**src/design/bridge_map.svh**
```systemverilog
`ifndef BRIDGE_MAP_SVH
`define BRIDGE_MAP_SVH

// **********
// response encodings
// **********
`define RESP_OKAY      2'h0
`define RESP_EXOKAY    2'h1
`define RESP_SLVERR    2'h2
`define RESP_DECERR    2'h3

// **********
// burst types
// **********
`define BURST_FIXED    2'h0
`define BURST_INCR     2'h1
`define BURST_WRAP     2'h2

// **********
// default sizes
// **********
`define ID_W_DEF       4
`define DATA_W_DEF     32
`define ADDR_W         32
`define LEN_W          8
`define IRQ_W          4
`define FIFO_DEPTH_DEF 16

// **********
// reset values
// **********
`define RST_CLEAR      1'b0
`define RST_READY      1'b1

`endif

```
**src/design/bridge_pkg.sv**
```systemverilog
package bridge_pkg;

  // **********
  // shared types
  // **********
  typedef logic [1:0] resp_t;
  typedef logic [1:0] burst_t;
  typedef logic [1:0] size_t;
  typedef logic [7:0] len_t;
  typedef logic [31:0] addr_t;
  typedef logic [3:0] irq_t;

  typedef enum logic {
    ST_IDLE,
    ST_BUSY
  } state_t;

endpackage

```
**src/design/bridge_axi_if.sv**
```systemverilog
`timescale 1ns/1ps

interface bridge_axi_if #(
  parameter int ID_W   = 4,
  parameter int DATA_W = 32
);
  import bridge_pkg::*;

  // **********
  // write response channel
  // **********
  logic [ID_W-1:0]   bid;
  resp_t             bresp;
  logic              bvalid;
  logic              bready;

  // **********
  // read address channel
  // **********
  logic [ID_W-1:0]   arid;
  addr_t             araddr;
  len_t              arlen;
  size_t             arsize;
  burst_t            arburst;
  logic              arvalid;
  logic              arready;

  // **********
  // read data channel
  // **********
  logic [ID_W-1:0]   rid;
  logic [DATA_W-1:0] rdata;
  resp_t             rresp;
  logic              rlast;
  logic              rvalid;
  logic              rready;

  // **********
  // level interrupts
  // **********
  irq_t              local_to_remote_irq_in;
  irq_t              remote_to_local_irq_out;

  modport port (
    output bid, bresp, bvalid, input bready,
    input arid, araddr, arlen, arsize, arburst, arvalid, output arready,
    output rid, rdata, rresp, rlast, rvalid, input rready,
    input local_to_remote_irq_in, output remote_to_local_irq_out
  );

  modport master (
    input bid, bresp, bvalid, output bready,
    output arid, araddr, arlen, arsize, arburst, arvalid, input arready,
    input rid, rdata, rresp, rlast, rvalid, output rready,
    output local_to_remote_irq_in, input remote_to_local_irq_out
  );

endinterface

```
**src/design/bridge_port_end.sv**
```systemverilog
// Functional notes
// - write response id equals completed write id
// - id width one to six, all channels
// - write status uses the four encodings
// - write response valid only when response held
// - master drives write response ready honestly
// - start address only, beats derived internally
// - master length sets exact beat count
// - burst type and size drive address steps
// - master holds read address until ready
// - read address ready only when acceptable
// - read data id from accepted address
// - read data width 32 or 64
// - last flag on final beat only
// - read valid only with data available
// - master drives read ready honestly
// - read status uses the four encodings
// - four local interrupts forwarded to link
// - four link interrupts reproduced locally
// - all port signals on one clock
// - asynchronous reset clears all control state except fifo input ready, which resets to one
`timescale 1ns/1ps
`include "bridge_map.svh"

// **********
// fifo in the read data path
// **********
module bridge_fifo #(
  parameter int WIDTH = 8,
  parameter int DEPTH = 16
) (
  // clock and reset
  input  wire logic             clk_i,
  input  wire logic             rst_i,
  // fill side
  input  wire logic             in_valid_i,
  output      logic             in_ready_o,
  input  wire logic [WIDTH-1:0] in_data_i,
  // drain side
  output      logic             out_valid_o,
  input  wire logic             out_ready_i,
  output      logic [WIDTH-1:0] out_data_o
);
  // depth must be a power of two so the pointers wrap by themselves
  localparam int AW = $clog2(DEPTH);

  logic [WIDTH-1:0] mem_reg [DEPTH];
  logic [AW-1:0]    wr_ptr_reg;
  logic [AW-1:0]    rd_ptr_reg;
  logic [AW:0]      count_reg;
  logic [AW:0]      count_next;
  logic             in_ready_reg;
  wire              push;
  wire              pop;

  assign push        = in_valid_i & in_ready_reg;
  assign pop         = out_valid_o & out_ready_i;
  assign out_valid_o = (count_reg != '0);
  assign in_ready_o  = in_ready_reg;
  assign out_data_o  = mem_reg[rd_ptr_reg];
  assign count_next  = count_reg + {{AW{1'b0}}, push} - {{AW{1'b0}}, pop};

  genvar g;
  for (g = 0; g < DEPTH; g++) begin : g_entry
    always_ff @(posedge clk_i or posedge rst_i) begin
      if (rst_i) begin
        mem_reg[g] <= '0;
      end else if (push && (wr_ptr_reg == AW'(g))) begin
        mem_reg[g] <= in_data_i;
      end
    end
  end

  // ready is registered from the next count, so full never lies
  always_ff @(posedge clk_i or posedge rst_i) begin
    if (rst_i) begin
      wr_ptr_reg   <= '0;
      rd_ptr_reg   <= '0;
      count_reg    <= '0;
      in_ready_reg <= `RST_READY;
    end else begin
      wr_ptr_reg   <= push ? wr_ptr_reg + AW'(1) : wr_ptr_reg;
      rd_ptr_reg   <= pop ? rd_ptr_reg + AW'(1) : rd_ptr_reg;
      count_reg    <= count_next;
      in_ready_reg <= (count_next != (AW + 1)'(DEPTH));
    end
  end

endmodule

// **********
// slave port end of the bridge
// **********
module bridge_port_end #(
  parameter int ID_W       = `ID_W_DEF,
  parameter int DATA_W     = `DATA_W_DEF,
  parameter int FIFO_DEPTH = `FIFO_DEPTH_DEF
) (
  // clock and reset
  input  wire logic              CLK_I,
  input  wire logic              RST_I,
  // local axi side
  bridge_axi_if.port             axi,
  // beat requests toward the link
  output      logic              BEAT_VALID_O,
  input  wire logic              BEAT_READY_I,
  output      bridge_pkg::addr_t BEAT_ADDR_O,
  output      bridge_pkg::size_t BEAT_SIZE_O,
  // read data back from the link
  input  wire logic              RET_VALID_I,
  output      logic              RET_READY_O,
  input  wire logic [DATA_W-1:0] RET_DATA_I,
  input  wire bridge_pkg::resp_t RET_RESP_I,
  // write responses from the link
  input  wire logic              WR_RESP_VALID_I,
  output      logic              WR_RESP_READY_O,
  input  wire logic [ID_W-1:0]   WR_RESP_ID_I,
  input  wire bridge_pkg::resp_t WR_RESP_CODE_I,
  // interrupt levels on the link
  output      bridge_pkg::irq_t  IRQ_TO_LINK_O,
  input  wire bridge_pkg::irq_t  IRQ_FROM_LINK_I
);
  import bridge_pkg::*;

  localparam int FW = ID_W + 1 + 2 + DATA_W;

  // **********
  // burst state
  // **********
  state_t            state_reg;
  state_t            state_next;
  addr_t             addr_reg;
  len_t              len_reg;
  size_t             size_reg;
  burst_t            burst_reg;
  logic [ID_W-1:0]   id_reg;
  len_t              req_left_reg;
  len_t              ret_left_reg;
  logic              beat_valid_reg;
  logic              arready_reg;

  // read data output stage
  logic              rvalid_reg;
  logic [ID_W-1:0]   rid_reg;
  logic [DATA_W-1:0] rdata_reg;
  resp_t             rresp_reg;
  logic              rlast_reg;

  // write response stage
  logic              bvalid_reg;
  logic              bvalid_next;
  logic              wr_free_reg;
  logic [ID_W-1:0]   bid_reg;
  resp_t             bresp_reg;

  irq_t              irq_link_reg;
  irq_t              irq_local_reg;

  // **********
  // decode
  // **********
  wire               ar_take;
  wire               beat_take;
  wire               ret_in_valid;
  wire               ret_push;
  wire               ret_final;
  wire               fifo_in_ready;
  wire               fifo_out_valid;
  wire               fifo_out_ready;
  wire [FW-1:0]      fifo_in_data;
  wire [FW-1:0]      fifo_out_data;
  wire               r_load;
  wire               b_load;
  addr_t             addr_inc;
  addr_t             wrap_span;
  addr_t             wrap_mask;
  addr_t             addr_incr;
  addr_t             addr_wrap;
  addr_t             addr_step;

  // read address accepted only while idle
  assign ar_take      = axi.arvalid & arready_reg;
  assign beat_take    = beat_valid_reg & BEAT_READY_I;
  // beat address from size and burst type
  assign addr_inc     = 32'h1 << size_reg;
  assign wrap_span    = ({24'h0, len_reg} + 32'h1) << size_reg;
  assign wrap_mask    = wrap_span - 32'h1;
  assign addr_incr    = addr_reg + addr_inc;
  assign addr_wrap    = (addr_reg & ~wrap_mask) | (addr_incr & wrap_mask);
  assign addr_step    = (burst_reg == `BURST_FIXED) ? addr_reg :
                        (burst_reg == `BURST_WRAP) ? addr_wrap : addr_incr;
  // returns only count while a burst is open
  assign ret_in_valid = RET_VALID_I & (state_reg == ST_BUSY);
  assign ret_push     = ret_in_valid & fifo_in_ready;
  assign ret_final    = ret_push & (ret_left_reg == 8'h00);
  // id and last tagged on entry into the fifo
  assign fifo_in_data = {id_reg, (ret_left_reg == 8'h00), RET_RESP_I, RET_DATA_I};
  assign fifo_out_ready = ~rvalid_reg | axi.rready;
  assign r_load       = fifo_out_valid & fifo_out_ready;
  assign b_load       = WR_RESP_VALID_I & wr_free_reg;
  assign bvalid_next  = b_load | (bvalid_reg & ~axi.bready);

  always_comb begin
    state_next = state_reg;
    case (state_reg)
      ST_IDLE: begin
        if (ar_take) begin
          state_next = ST_BUSY;
        end
      end
      ST_BUSY: begin
        if (ret_final) begin
          state_next = ST_IDLE;
        end
      end
      default: begin
        state_next = ST_IDLE;
      end
    endcase
  end

  bridge_fifo #(
    .WIDTH       (FW),
    .DEPTH       (FIFO_DEPTH)
  ) u_fifo (
    .clk_i       (CLK_I),
    .rst_i       (RST_I),
    .in_valid_i  (ret_in_valid),
    .in_ready_o  (fifo_in_ready),
    .in_data_i   (fifo_in_data),
    .out_valid_o (fifo_out_valid),
    .out_ready_i (fifo_out_ready),
    .out_data_o  (fifo_out_data)
  );

  // **********
  // read address and beat requests
  // **********
  // async reset clear
  always_ff @(posedge CLK_I or posedge RST_I) begin
    if (RST_I) begin
      state_reg   <= ST_IDLE;
      arready_reg <= `RST_CLEAR;
    end else begin
      state_reg   <= state_next;
      arready_reg <= (state_next == ST_IDLE) & ~ar_take;
    end
  end

  always_ff @(posedge CLK_I or posedge RST_I) begin
    if (RST_I) begin
      addr_reg  <= '0;
      len_reg   <= '0;
      size_reg  <= '0;
      burst_reg <= '0;
      id_reg    <= '0;
    end else if (ar_take) begin
      addr_reg  <= axi.araddr;
      len_reg   <= axi.arlen;
      size_reg  <= axi.arsize;
      burst_reg <= axi.arburst;
      id_reg    <= axi.arid;
    end else if (beat_take) begin
      addr_reg  <= addr_step;
    end
  end

  always_ff @(posedge CLK_I or posedge RST_I) begin
    if (RST_I) begin
      beat_valid_reg <= `RST_CLEAR;
      req_left_reg   <= '0;
      ret_left_reg   <= '0;
    end else begin
      if (ar_take) begin
        beat_valid_reg <= 1'b1;
        req_left_reg   <= axi.arlen;
      end else if (beat_take) begin
        beat_valid_reg <= (req_left_reg != 8'h00);
        req_left_reg   <= req_left_reg - 8'h01;
      end
      if (ar_take) begin
        ret_left_reg <= axi.arlen;
      end else if (ret_push) begin
        ret_left_reg <= ret_left_reg - 8'h01;
      end
    end
  end

  // **********
  // read data output stage
  // **********
  // valid only with data
  always_ff @(posedge CLK_I or posedge RST_I) begin
    if (RST_I) begin
      rvalid_reg <= `RST_CLEAR;
    end else if (r_load) begin
      rvalid_reg <= 1'b1;
    end else if (axi.rready) begin
      rvalid_reg <= 1'b0;
    end
  end

  always_ff @(posedge CLK_I or posedge RST_I) begin
    if (RST_I) begin
      rid_reg   <= '0;
      rlast_reg <= `RST_CLEAR;
      rresp_reg <= `RESP_OKAY;
      rdata_reg <= '0;
    end else if (r_load) begin
      {rid_reg, rlast_reg, rresp_reg, rdata_reg} <= fifo_out_data;
    end
  end

  // **********
  // write response stage
  // **********
  // valid only held
  always_ff @(posedge CLK_I or posedge RST_I) begin
    if (RST_I) begin
      bvalid_reg  <= `RST_CLEAR;
      wr_free_reg <= `RST_CLEAR;
      bid_reg     <= '0;
      bresp_reg   <= `RESP_OKAY;
    end else begin
      bvalid_reg  <= bvalid_next;
      wr_free_reg <= ~bvalid_next;
      if (b_load) begin
        bid_reg   <= WR_RESP_ID_I;
        bresp_reg <= WR_RESP_CODE_I;
      end
    end
  end

  // **********
  // interrupt levels
  // **********
  // level forwarding
  always_ff @(posedge CLK_I or posedge RST_I) begin
    if (RST_I) begin
      irq_link_reg  <= '0;
      irq_local_reg <= '0;
    end else begin
      irq_link_reg  <= axi.local_to_remote_irq_in;
      irq_local_reg <= IRQ_FROM_LINK_I;
    end
  end

  assign axi.arready                 = arready_reg;
  assign axi.rvalid                  = rvalid_reg;
  assign axi.rid                     = rid_reg;
  assign axi.rdata                   = rdata_reg;
  assign axi.rresp                   = rresp_reg;
  assign axi.rlast                   = rlast_reg;
  assign axi.bvalid                  = bvalid_reg;
  assign axi.bid                     = bid_reg;
  assign axi.bresp                   = bresp_reg;
  assign axi.remote_to_local_irq_out = irq_local_reg;
  assign BEAT_VALID_O                = beat_valid_reg;
  assign BEAT_ADDR_O                 = addr_reg;
  assign BEAT_SIZE_O                 = size_reg;
  assign RET_READY_O                 = fifo_in_ready;
  assign WR_RESP_READY_O             = wr_free_reg;
  assign IRQ_TO_LINK_O               = irq_link_reg;

endmodule

```
**src/flat_wrapper.sv**
```systemverilog
// flat-port wrapper written by rule: the top's interface ports become plain ports
module bridge_port_end_flat import bridge_pkg::*;
#(
  parameter int ID_W       = `ID_W_DEF,
  parameter int DATA_W     = `DATA_W_DEF,
  parameter int FIFO_DEPTH = `FIFO_DEPTH_DEF
)
  (CLK_I, RST_I, BEAT_VALID_O, BEAT_READY_I, BEAT_ADDR_O, BEAT_SIZE_O, RET_VALID_I, RET_READY_O, RET_DATA_I, RET_RESP_I, WR_RESP_VALID_I, WR_RESP_READY_O, WR_RESP_ID_I, WR_RESP_CODE_I, IRQ_TO_LINK_O, IRQ_FROM_LINK_I, axi_bid, axi_bresp, axi_bvalid, axi_bready, axi_arid, axi_araddr, axi_arlen, axi_arsize, axi_arburst, axi_arvalid, axi_arready, axi_rid, axi_rdata, axi_rresp, axi_rlast, axi_rvalid, axi_rready, axi_local_to_remote_irq_in, axi_remote_to_local_irq_out);
  bridge_axi_if #(.ID_W(ID_W), .DATA_W(DATA_W)) axi_i ();
  input  wire logic CLK_I;
  input  wire logic RST_I;
  output      logic BEAT_VALID_O;
  input  wire logic BEAT_READY_I;
  output      bridge_pkg::addr_t BEAT_ADDR_O;
  output      bridge_pkg::size_t BEAT_SIZE_O;
  input  wire logic RET_VALID_I;
  output      logic RET_READY_O;
  input  wire logic [DATA_W-1:0] RET_DATA_I;
  input  wire bridge_pkg::resp_t RET_RESP_I;
  input  wire logic WR_RESP_VALID_I;
  output      logic WR_RESP_READY_O;
  input  wire logic [ID_W-1:0] WR_RESP_ID_I;
  input  wire bridge_pkg::resp_t WR_RESP_CODE_I;
  output      bridge_pkg::irq_t IRQ_TO_LINK_O;
  input  wire bridge_pkg::irq_t IRQ_FROM_LINK_I;
  output wire logic [$bits(axi_i.bid)-1:0] axi_bid;
  output wire logic [$bits(axi_i.bresp)-1:0] axi_bresp;
  output wire logic [$bits(axi_i.bvalid)-1:0] axi_bvalid;
  input wire logic [$bits(axi_i.bready)-1:0] axi_bready;
  input wire logic [$bits(axi_i.arid)-1:0] axi_arid;
  input wire logic [$bits(axi_i.araddr)-1:0] axi_araddr;
  input wire logic [$bits(axi_i.arlen)-1:0] axi_arlen;
  input wire logic [$bits(axi_i.arsize)-1:0] axi_arsize;
  input wire logic [$bits(axi_i.arburst)-1:0] axi_arburst;
  input wire logic [$bits(axi_i.arvalid)-1:0] axi_arvalid;
  output wire logic [$bits(axi_i.arready)-1:0] axi_arready;
  output wire logic [$bits(axi_i.rid)-1:0] axi_rid;
  output wire logic [$bits(axi_i.rdata)-1:0] axi_rdata;
  output wire logic [$bits(axi_i.rresp)-1:0] axi_rresp;
  output wire logic [$bits(axi_i.rlast)-1:0] axi_rlast;
  output wire logic [$bits(axi_i.rvalid)-1:0] axi_rvalid;
  input wire logic [$bits(axi_i.rready)-1:0] axi_rready;
  input wire logic [$bits(axi_i.local_to_remote_irq_in)-1:0] axi_local_to_remote_irq_in;
  output wire logic [$bits(axi_i.remote_to_local_irq_out)-1:0] axi_remote_to_local_irq_out;
  assign axi_bid = axi_i.bid;
  assign axi_bresp = axi_i.bresp;
  assign axi_bvalid = axi_i.bvalid;
  assign axi_i.bready = axi_bready;
  assign axi_i.arid = axi_arid;
  assign axi_i.araddr = axi_araddr;
  assign axi_i.arlen = axi_arlen;
  assign axi_i.arsize = axi_arsize;
  assign axi_i.arburst = axi_arburst;
  assign axi_i.arvalid = axi_arvalid;
  assign axi_arready = axi_i.arready;
  assign axi_rid = axi_i.rid;
  assign axi_rdata = axi_i.rdata;
  assign axi_rresp = axi_i.rresp;
  assign axi_rlast = axi_i.rlast;
  assign axi_rvalid = axi_i.rvalid;
  assign axi_i.rready = axi_rready;
  assign axi_i.local_to_remote_irq_in = axi_local_to_remote_irq_in;
  assign axi_remote_to_local_irq_out = axi_i.remote_to_local_irq_out;
  bridge_port_end #(.ID_W(ID_W), .DATA_W(DATA_W), .FIFO_DEPTH(FIFO_DEPTH)) u_core (.CLK_I(CLK_I), .RST_I(RST_I), .axi(axi_i), .BEAT_VALID_O(BEAT_VALID_O), .BEAT_READY_I(BEAT_READY_I), .BEAT_ADDR_O(BEAT_ADDR_O), .BEAT_SIZE_O(BEAT_SIZE_O), .RET_VALID_I(RET_VALID_I), .RET_READY_O(RET_READY_O), .RET_DATA_I(RET_DATA_I), .RET_RESP_I(RET_RESP_I), .WR_RESP_VALID_I(WR_RESP_VALID_I), .WR_RESP_READY_O(WR_RESP_READY_O), .WR_RESP_ID_I(WR_RESP_ID_I), .WR_RESP_CODE_I(WR_RESP_CODE_I), .IRQ_TO_LINK_O(IRQ_TO_LINK_O), .IRQ_FROM_LINK_I(IRQ_FROM_LINK_I));
endmodule
```
**config.mk**
```make
export PLATFORM = sky130hd
export DESIGN_NAME = bridge_port_end_flat
export DESIGN_NICKNAME = d
export VERILOG_FILES = /design/src/design/bridge_pkg.sv /design/src/design/bridge_axi_if.sv /design/src/design/bridge_port_end.sv /design/src/flat_wrapper.sv
export VERILOG_INCLUDE_DIRS = /design/src /design/src/design
export SDC_FILE = /design/constraint.sdc
export NUM_CORES = 2
export LEC_CHECK = 0
export ABC_CLOCK_PERIOD_IN_PS = 21500
export BUFFER_PORTS_ARGS = -buffer_cell sky130_fd_sc_hd__buf_2
export CAP_MARGIN = 20
export CORE_MARGIN = 5
export CORE_UTILIZATION = 30
export DETAILED_ROUTE_END_ITERATION = 10
export PLACE_DENSITY = 0.54
export SYNTH_ARGS = -nofsm -noshare
export SYNTH_HDL_FRONTEND = slang
export SYNTH_HIERARCHICAL = 1
export SYNTH_SLANG_ARGS = --single-unit
```
**constraint.sdc**
```tcl
create_clock -name CLK_I -period 21.5 [get_ports CLK_I]
set_input_delay 2.15 -clock CLK_I [delete_from_list [all_inputs] [get_ports CLK_I]]
set_output_delay 2.15 -clock CLK_I [all_outputs]
set_load 0.01 [all_outputs]
```
======== Word-level counts from Yosys, hierarchy flattened ========
Index checks and enable logic that the tools add are counted.
word-level totals
  register bits ........................... 761
  logic and storage cells ................. 136
  memory bits (writable) .................. 0
  memory bits (read-only) ................. 0
  latch bits .............................. 0
  input port bits ......................... 104
  memories ................................ 0
operators by class
  eq/ne operators ......................... 18
  muxes and demuxes ....................... 18
  bitwise logic cells ..................... 22
  reduce and logical (&&, ||, !) cells .... 25
  shift operators ......................... 2
  divide/modulo/power cells ............... 0
  multipliers ............................. 0
  add/subtract/negate cells ............... 9
  magnitude comparators ................... 1
operators with widths
  cell                                                                   count
  39-bit binary-select mux with 4-bit select                             1
  32-bit two-way mux                                                     4
  39-bit two-way mux                                                     2
  32-bit AND                                                             2
  32-bit adder                                                           1
  4-bit equality test, second input constant                             8
  8-bit two-way mux                                                      4
  32-bit NOT                                                             1
  32-bit bitwise OR                                                      1
  1-bit by 2-bit left shift with 32-bit output, first input constant     1
  32-bit by 2-bit left shift with 32-bit output                          1
  32-bit by 1-bit subtractor with 32-bit output, second input constant   1
  4-bit by 3-bit equality test with 1-bit output, second input constant  4
  1-bit logical AND                                                      16
  8-bit by 1-bit subtractor with 8-bit output, second input constant     2
  8-bit by 1-bit adder with 9-bit output, second input constant          1
  1-bit AND                                                              9
  4-bit by 1-bit adder with 4-bit output, second input constant          2
  4-bit by 2-bit equality test with 1-bit output, second input constant  2
  8-bit zero test                                                        1
  8-bit nonzero test                                                     1
  1-bit two-way mux                                                      6
  1-bit NOT                                                              6
  2-bit nonzero test                                                     3
  14 further kinds                                                       15

======== Logic depth before layout (Yosys ltp) ========
  word-level depth ........................ 10
  mapped depth ............................ 16
  gate-level depth less buffers ........... 12

======== Hierarchy ========
The synthesis kept the hierarchy.
modules (own cells, without submodules)
  module           area each (µm²)  seq. area each (µm²)  cells each  instances
  bridge_fifo      28614.9          15966.6               1770        1
  bridge_port_end  6720.2           3078.0                671         1

======== Least setup slack after synthesis ========
No wires, ideal clock.
  kind .................................... input -> register
  from .................................... in axi_rready
  to ...................................... reg u_core.u_fifo.in_ready_reg (netlist: u_core/u_fifo/in_ready_o)
  cell stages on the path ................. 11
  setup slack ............................. 17.510 ns
  data required time ...................... 21.414 ns
  arrival time ............................ 3.904 ns
  path buffers ............................ 1
  cells stage by stage .................... nand2b_1 -> and2_1 -> buf_2 -> ha_1 -> inv_1 -> ha_1 -> fa_1 -> a21oi_1 -> o21bai_1 -> xnor2_1 -> nand3b_1
between the ends
  word-level cells in the longest chain between the ends .. 4
ends and longest elaborated chain
  what                                         line                    text
  from (decl)                                  flat_wrapper.sv:42      input wire logic [$bits(axi_i.rready)-1:0] axi_rready;
  1-bit bitwise OR                             bridge_port_end.sv:198  assign fifo_out_ready = ~rvalid_reg | axi.rready;
  1-bit AND                                    bridge_port_end.sv:57   assign pop = out_valid_o & out_ready_i;
  named net u_core.u_fifo.pop                  bridge_port_end.sv:54   wire pop;
  5-bit by 1-bit subtractor with 5-bit output  bridge_port_end.sv:61   assign count_next = count_reg + {{AW{1'b0}}, push} - {{AW{1'b0}}, pop};
  named net u_core.u_fifo.count_next[4]        bridge_port_end.sv:51   logic [AW:0] count_next;
  5-bit inequality test                        bridge_port_end.sv:85   in_ready_reg <= (count_next != (AW + 1)'(DEPTH));
  to (signal assigned)                         bridge_port_end.sv:80   in_ready_reg <= `RST_READY;
  to (signal assigned)                         bridge_port_end.sv:85
  to (decl)                                    bridge_port_end.sv:52   logic in_ready_reg;
The timed path passes the listed nets, and every way through them passes these cells.
A chain may end at the register's enable or synchronous reset.

==> impl_metrics.json <==
{
  "status": "finished, final reports clean",
  "postCtsResizedCells": 0,
  "worst_slew_pin_slew_ns": 1.06,
  "clkPwrFrac_pct": 23.6,
  "postCtsSetupBuffers": 0,
  "h-tree-depth": 3,
  "cp.arrival_ns": 5.32,
  "tritoncts": "done",
  "synthMuxAreaShare_pct": 31.5,
  "overflow": 0,
  "yosys.area_share.simple_pct": 4.48,
  "r2r_start": "u_core/BEAT_SIZE_O[1]",
  "p_leak_nw": 17.5,
  "yosys.area_share.xor_xnor_pct": 1.36,
  "hold_buffers": 0,
  "multi_input_area_um2": 15300,
  "final_area_um2": 40500,
  "p_seq_share_pct": 39.6,
  "synthArstFlopShare_pct": 100,
  "syn_nets": 2568,
  "required_ns": 22.15,
  "die_h_um": 353,
  "drt_wl_total_mm": 91.2,
  "ant_nets": 0,
  "design.core.area_um2": 117000,
  "cts-buffers-inserted": 88,
  "gp_congestion": 0.758,
  "dieArea_um2": 125000,
  "yosys_warnings": 6,
  "crit_path_frequent_cell": "buf_4",
  "grt_pass1_wl_mm": 141,
  "grt_max_degree": 152,
  "maxSlewHeadroom_pct": 29.6,
  "via_per_inst": 4.98,
  "final_hold_viol_count": 0,
  "max_stage_delay_ns": 0.87,
  "start_util_pct": 30.1,
  "io_buffer_count": 196,
  "clockBufferDepth": 3,
  "final.setup_skew_ns": 0.0287,
  "grt_antenna_before_repair": 12,
  "synthDistinctLibCells": 84,
  "fin_crit_sh_pct": 21.7,
  "clk_latency_ns": 0.66,
  "maxCapViolations": 0,
  "vias": 20800,
  "cts_sinks": 761,
  "worstSetupPathType": "in -> async",
  "synth-main-ff-cell": "dfrtp_1",
  "path_clk_slew_ns": 0.06,
  "dp_hpwl_mm": 51.9,
  "netlist_area_um2": 35300,
  "cp_cell_sequence": "buf_2 -> inv_8 -> buf_12 -> buf_4 -> buf_4",
  "rows": 126,
  "rr_worst_depth": 12,
  "placed_area_um2": 37600,
  "rsz0062_at_grt": "no",
  "drtIter0Drc": 935,
  "final.setup.tns_ns": 0,
  "grt_pass1_vias": 22100,
  "switchingPower_mw": 2.07,
  "syn_inst": 2441,
  "io_pins": 197,
  "combPwrFrac_pct": 36.8,
  "crit_slowest_cell": "buf_4",
  "gr-usage-all-layers_pct": 14.5,
  "critPathLaunchType": "input port",
  "hold_path_depth": 1,
  "synth_compound_area_share_pct": 4.50,
  "synth_edf_count": 0,
  "syn_area_per_cell_um2": 14.5,
  "p_int_mw": 4.19,
  "final-instance-count-excl-fill": 4173,
  "hold_class": "reg -> reg",
  "synth-seq-cells": 761,
  "powerDensity_nw_per_um2": 155,
  "most-common-layout-cells": "dfrtp_1, mux2_2, buf_2",
  "power.total_mw": 6.26,
  "synth_fa_ha_area_share_pct": 0.857,
  "fin_nets": 2692,
  "layout_commonest_cell": "dfrtp_1",
  "place_inst": 4010,
  "crit_fanout": 151,
  "finalMaxSlewViolations": 0,
  "syn_to_final_growth_pct": 14.7,
  "ff2ff_setup_slack_ns": 17.63,
  "drc": 0,
  "drive_above_1_share_pct": 45.7,
  "setup_viol": 0,
  "cts_root_buf": "clkbuf_16",
  "min_from": "u_core/u_fifo/mem_reg[233]",
  "fmax_mhz": 214,
  "synth_top_cell_by_area": "dfrtp_1",
  "worstSetupEndpointType": "async pin",
  "seq_area_um2": 19100,
  "yosysSeqAreaShare_pct": 53.9,
  "synth_top_area_share_pct": 53.8,
  "die_w_um": 353,
  "min_to": "u_core/u_fifo/mem_reg[233]",
  "fillCellCount": 11500,
  "p_sw_share_pct": 33.0,
  "synth_top_family_by_area": "multiplexers",
  "drtPass1Iterations": 5,
  "wl_per_cell_um": 21.8,
  "synth_area_leaders": "dfrtp_1, mux2_2, mux4_2",
  "largest_reg_flops": 624,
  "min_period_ns": 4.67,
  "final_util_pct": 34.5,
  "ir_worst_vdd_uv": 94.4
}
## cell families (layout without fill, tap and decap cells)
family | count (synthesis) | after routing
DFF | 761 | 761
adders and majority gates | 23 | 23
other | 0 | 4
and+or+nand+nor | 319 | 319
buffers and inverters | 222 | 414
AOI/OAI and AO/OA | 229 | 229
muxes | 832 | 832
xor gates and xnor gates | 55 | 55
## metal layers
metal / vias to the layer above / global-route usage [%] / share of wire, %
met4: 10 / 3.67 / 2.3
met1: 11000 / 19.9 / 46
met2: 372 / 23.7 / 48
li1: 9260 / - / -
met5: - / 0 / 0.076
met3: 148 / 2.78 / 4.1
## stage by stage
stage / setup WS [ns] / hold WS [ns]
final: 16.83 / 0.478
after floorplan: 1.48 / 0.452
after global routing: 16.27 / 0.492
after global placement: 15.88 / 0.462
after CTS: 16.62 / 0.482
after detailed placement: 15.92 / 0.469
## worst max-delay path by stage
stage,depth (start not counted),end,start
5_1_grt,5,u_core/u_fifo/mem_reg[492],RST_I
3_3_place_gp,5,u_core/u_fifo/mem_reg[258],RST_I
6_report,5,u_core/u_fifo/mem_reg[533],RST_I
4_1_cts,5,u_core/u_fifo/mem_reg[416],RST_I
3_5_place_dp,5,u_core/u_fifo/mem_reg[531],RST_I
2_1_floorplan,1,u_core/u_fifo/count_reg[0],RST_I
## power groups by stage
stage / Sequential [mW] / Combinational, mW / Clock, mW
2_1_floorplan: 2.37 / 1.83 / 0
3_3_place_gp: 2.49 / 2.30 / 0
3_5_place_dp: 2.50 / 2.34 / 0
4_1_cts: 2.48 / 2.34 / 1.53
5_1_grt: 2.56 / 2.51 / 1.59
6_report: 2.48 / 2.30 / 1.48
## worst max-delay path: cells and delay by family
family / cells / cell delay [ns]
buffers and inverters: 5 / 2.89
## synthesized netlist by cell type, types with 6 or more instances
cell type and n:
inv_1 25, clkbuf_1 74, a31oi_1 10, nor4_1 8
clkbuf_8 6, nand4_1 11, mux2_2 615, a22oi_1 79
buf_2 70, nor2_1 58, nor3_1 6, nand2b_1 6
and3_1 9, nand2_1 144, xor2_1 13, a21oi_1 48
o21ai_0 39, mux4_2 156, dfrtp_1 760, buf_6 16
xnor2_1 42, nand3_1 19, buf_4 25, mux2_1 55
ha_1 21, and2_1 8
## final cells by class
| cell class | count | area share (%) |
|---|---|---|
| timing repair buffer | 231 | 3.15 |
| inverter | 25 | 0.262 |
| antenna | 4 | 0.0247 |
| clock inverter | 26 | 0.624 |
| clock buffer | 132 | 6.49 |
| multi-input combinational | 1458 | 37.7 |
| sequential | 761 | 47.0 |
| tap | 1536 | 4.74 |
Note: power is estimated with default switching activity, not from simulation.
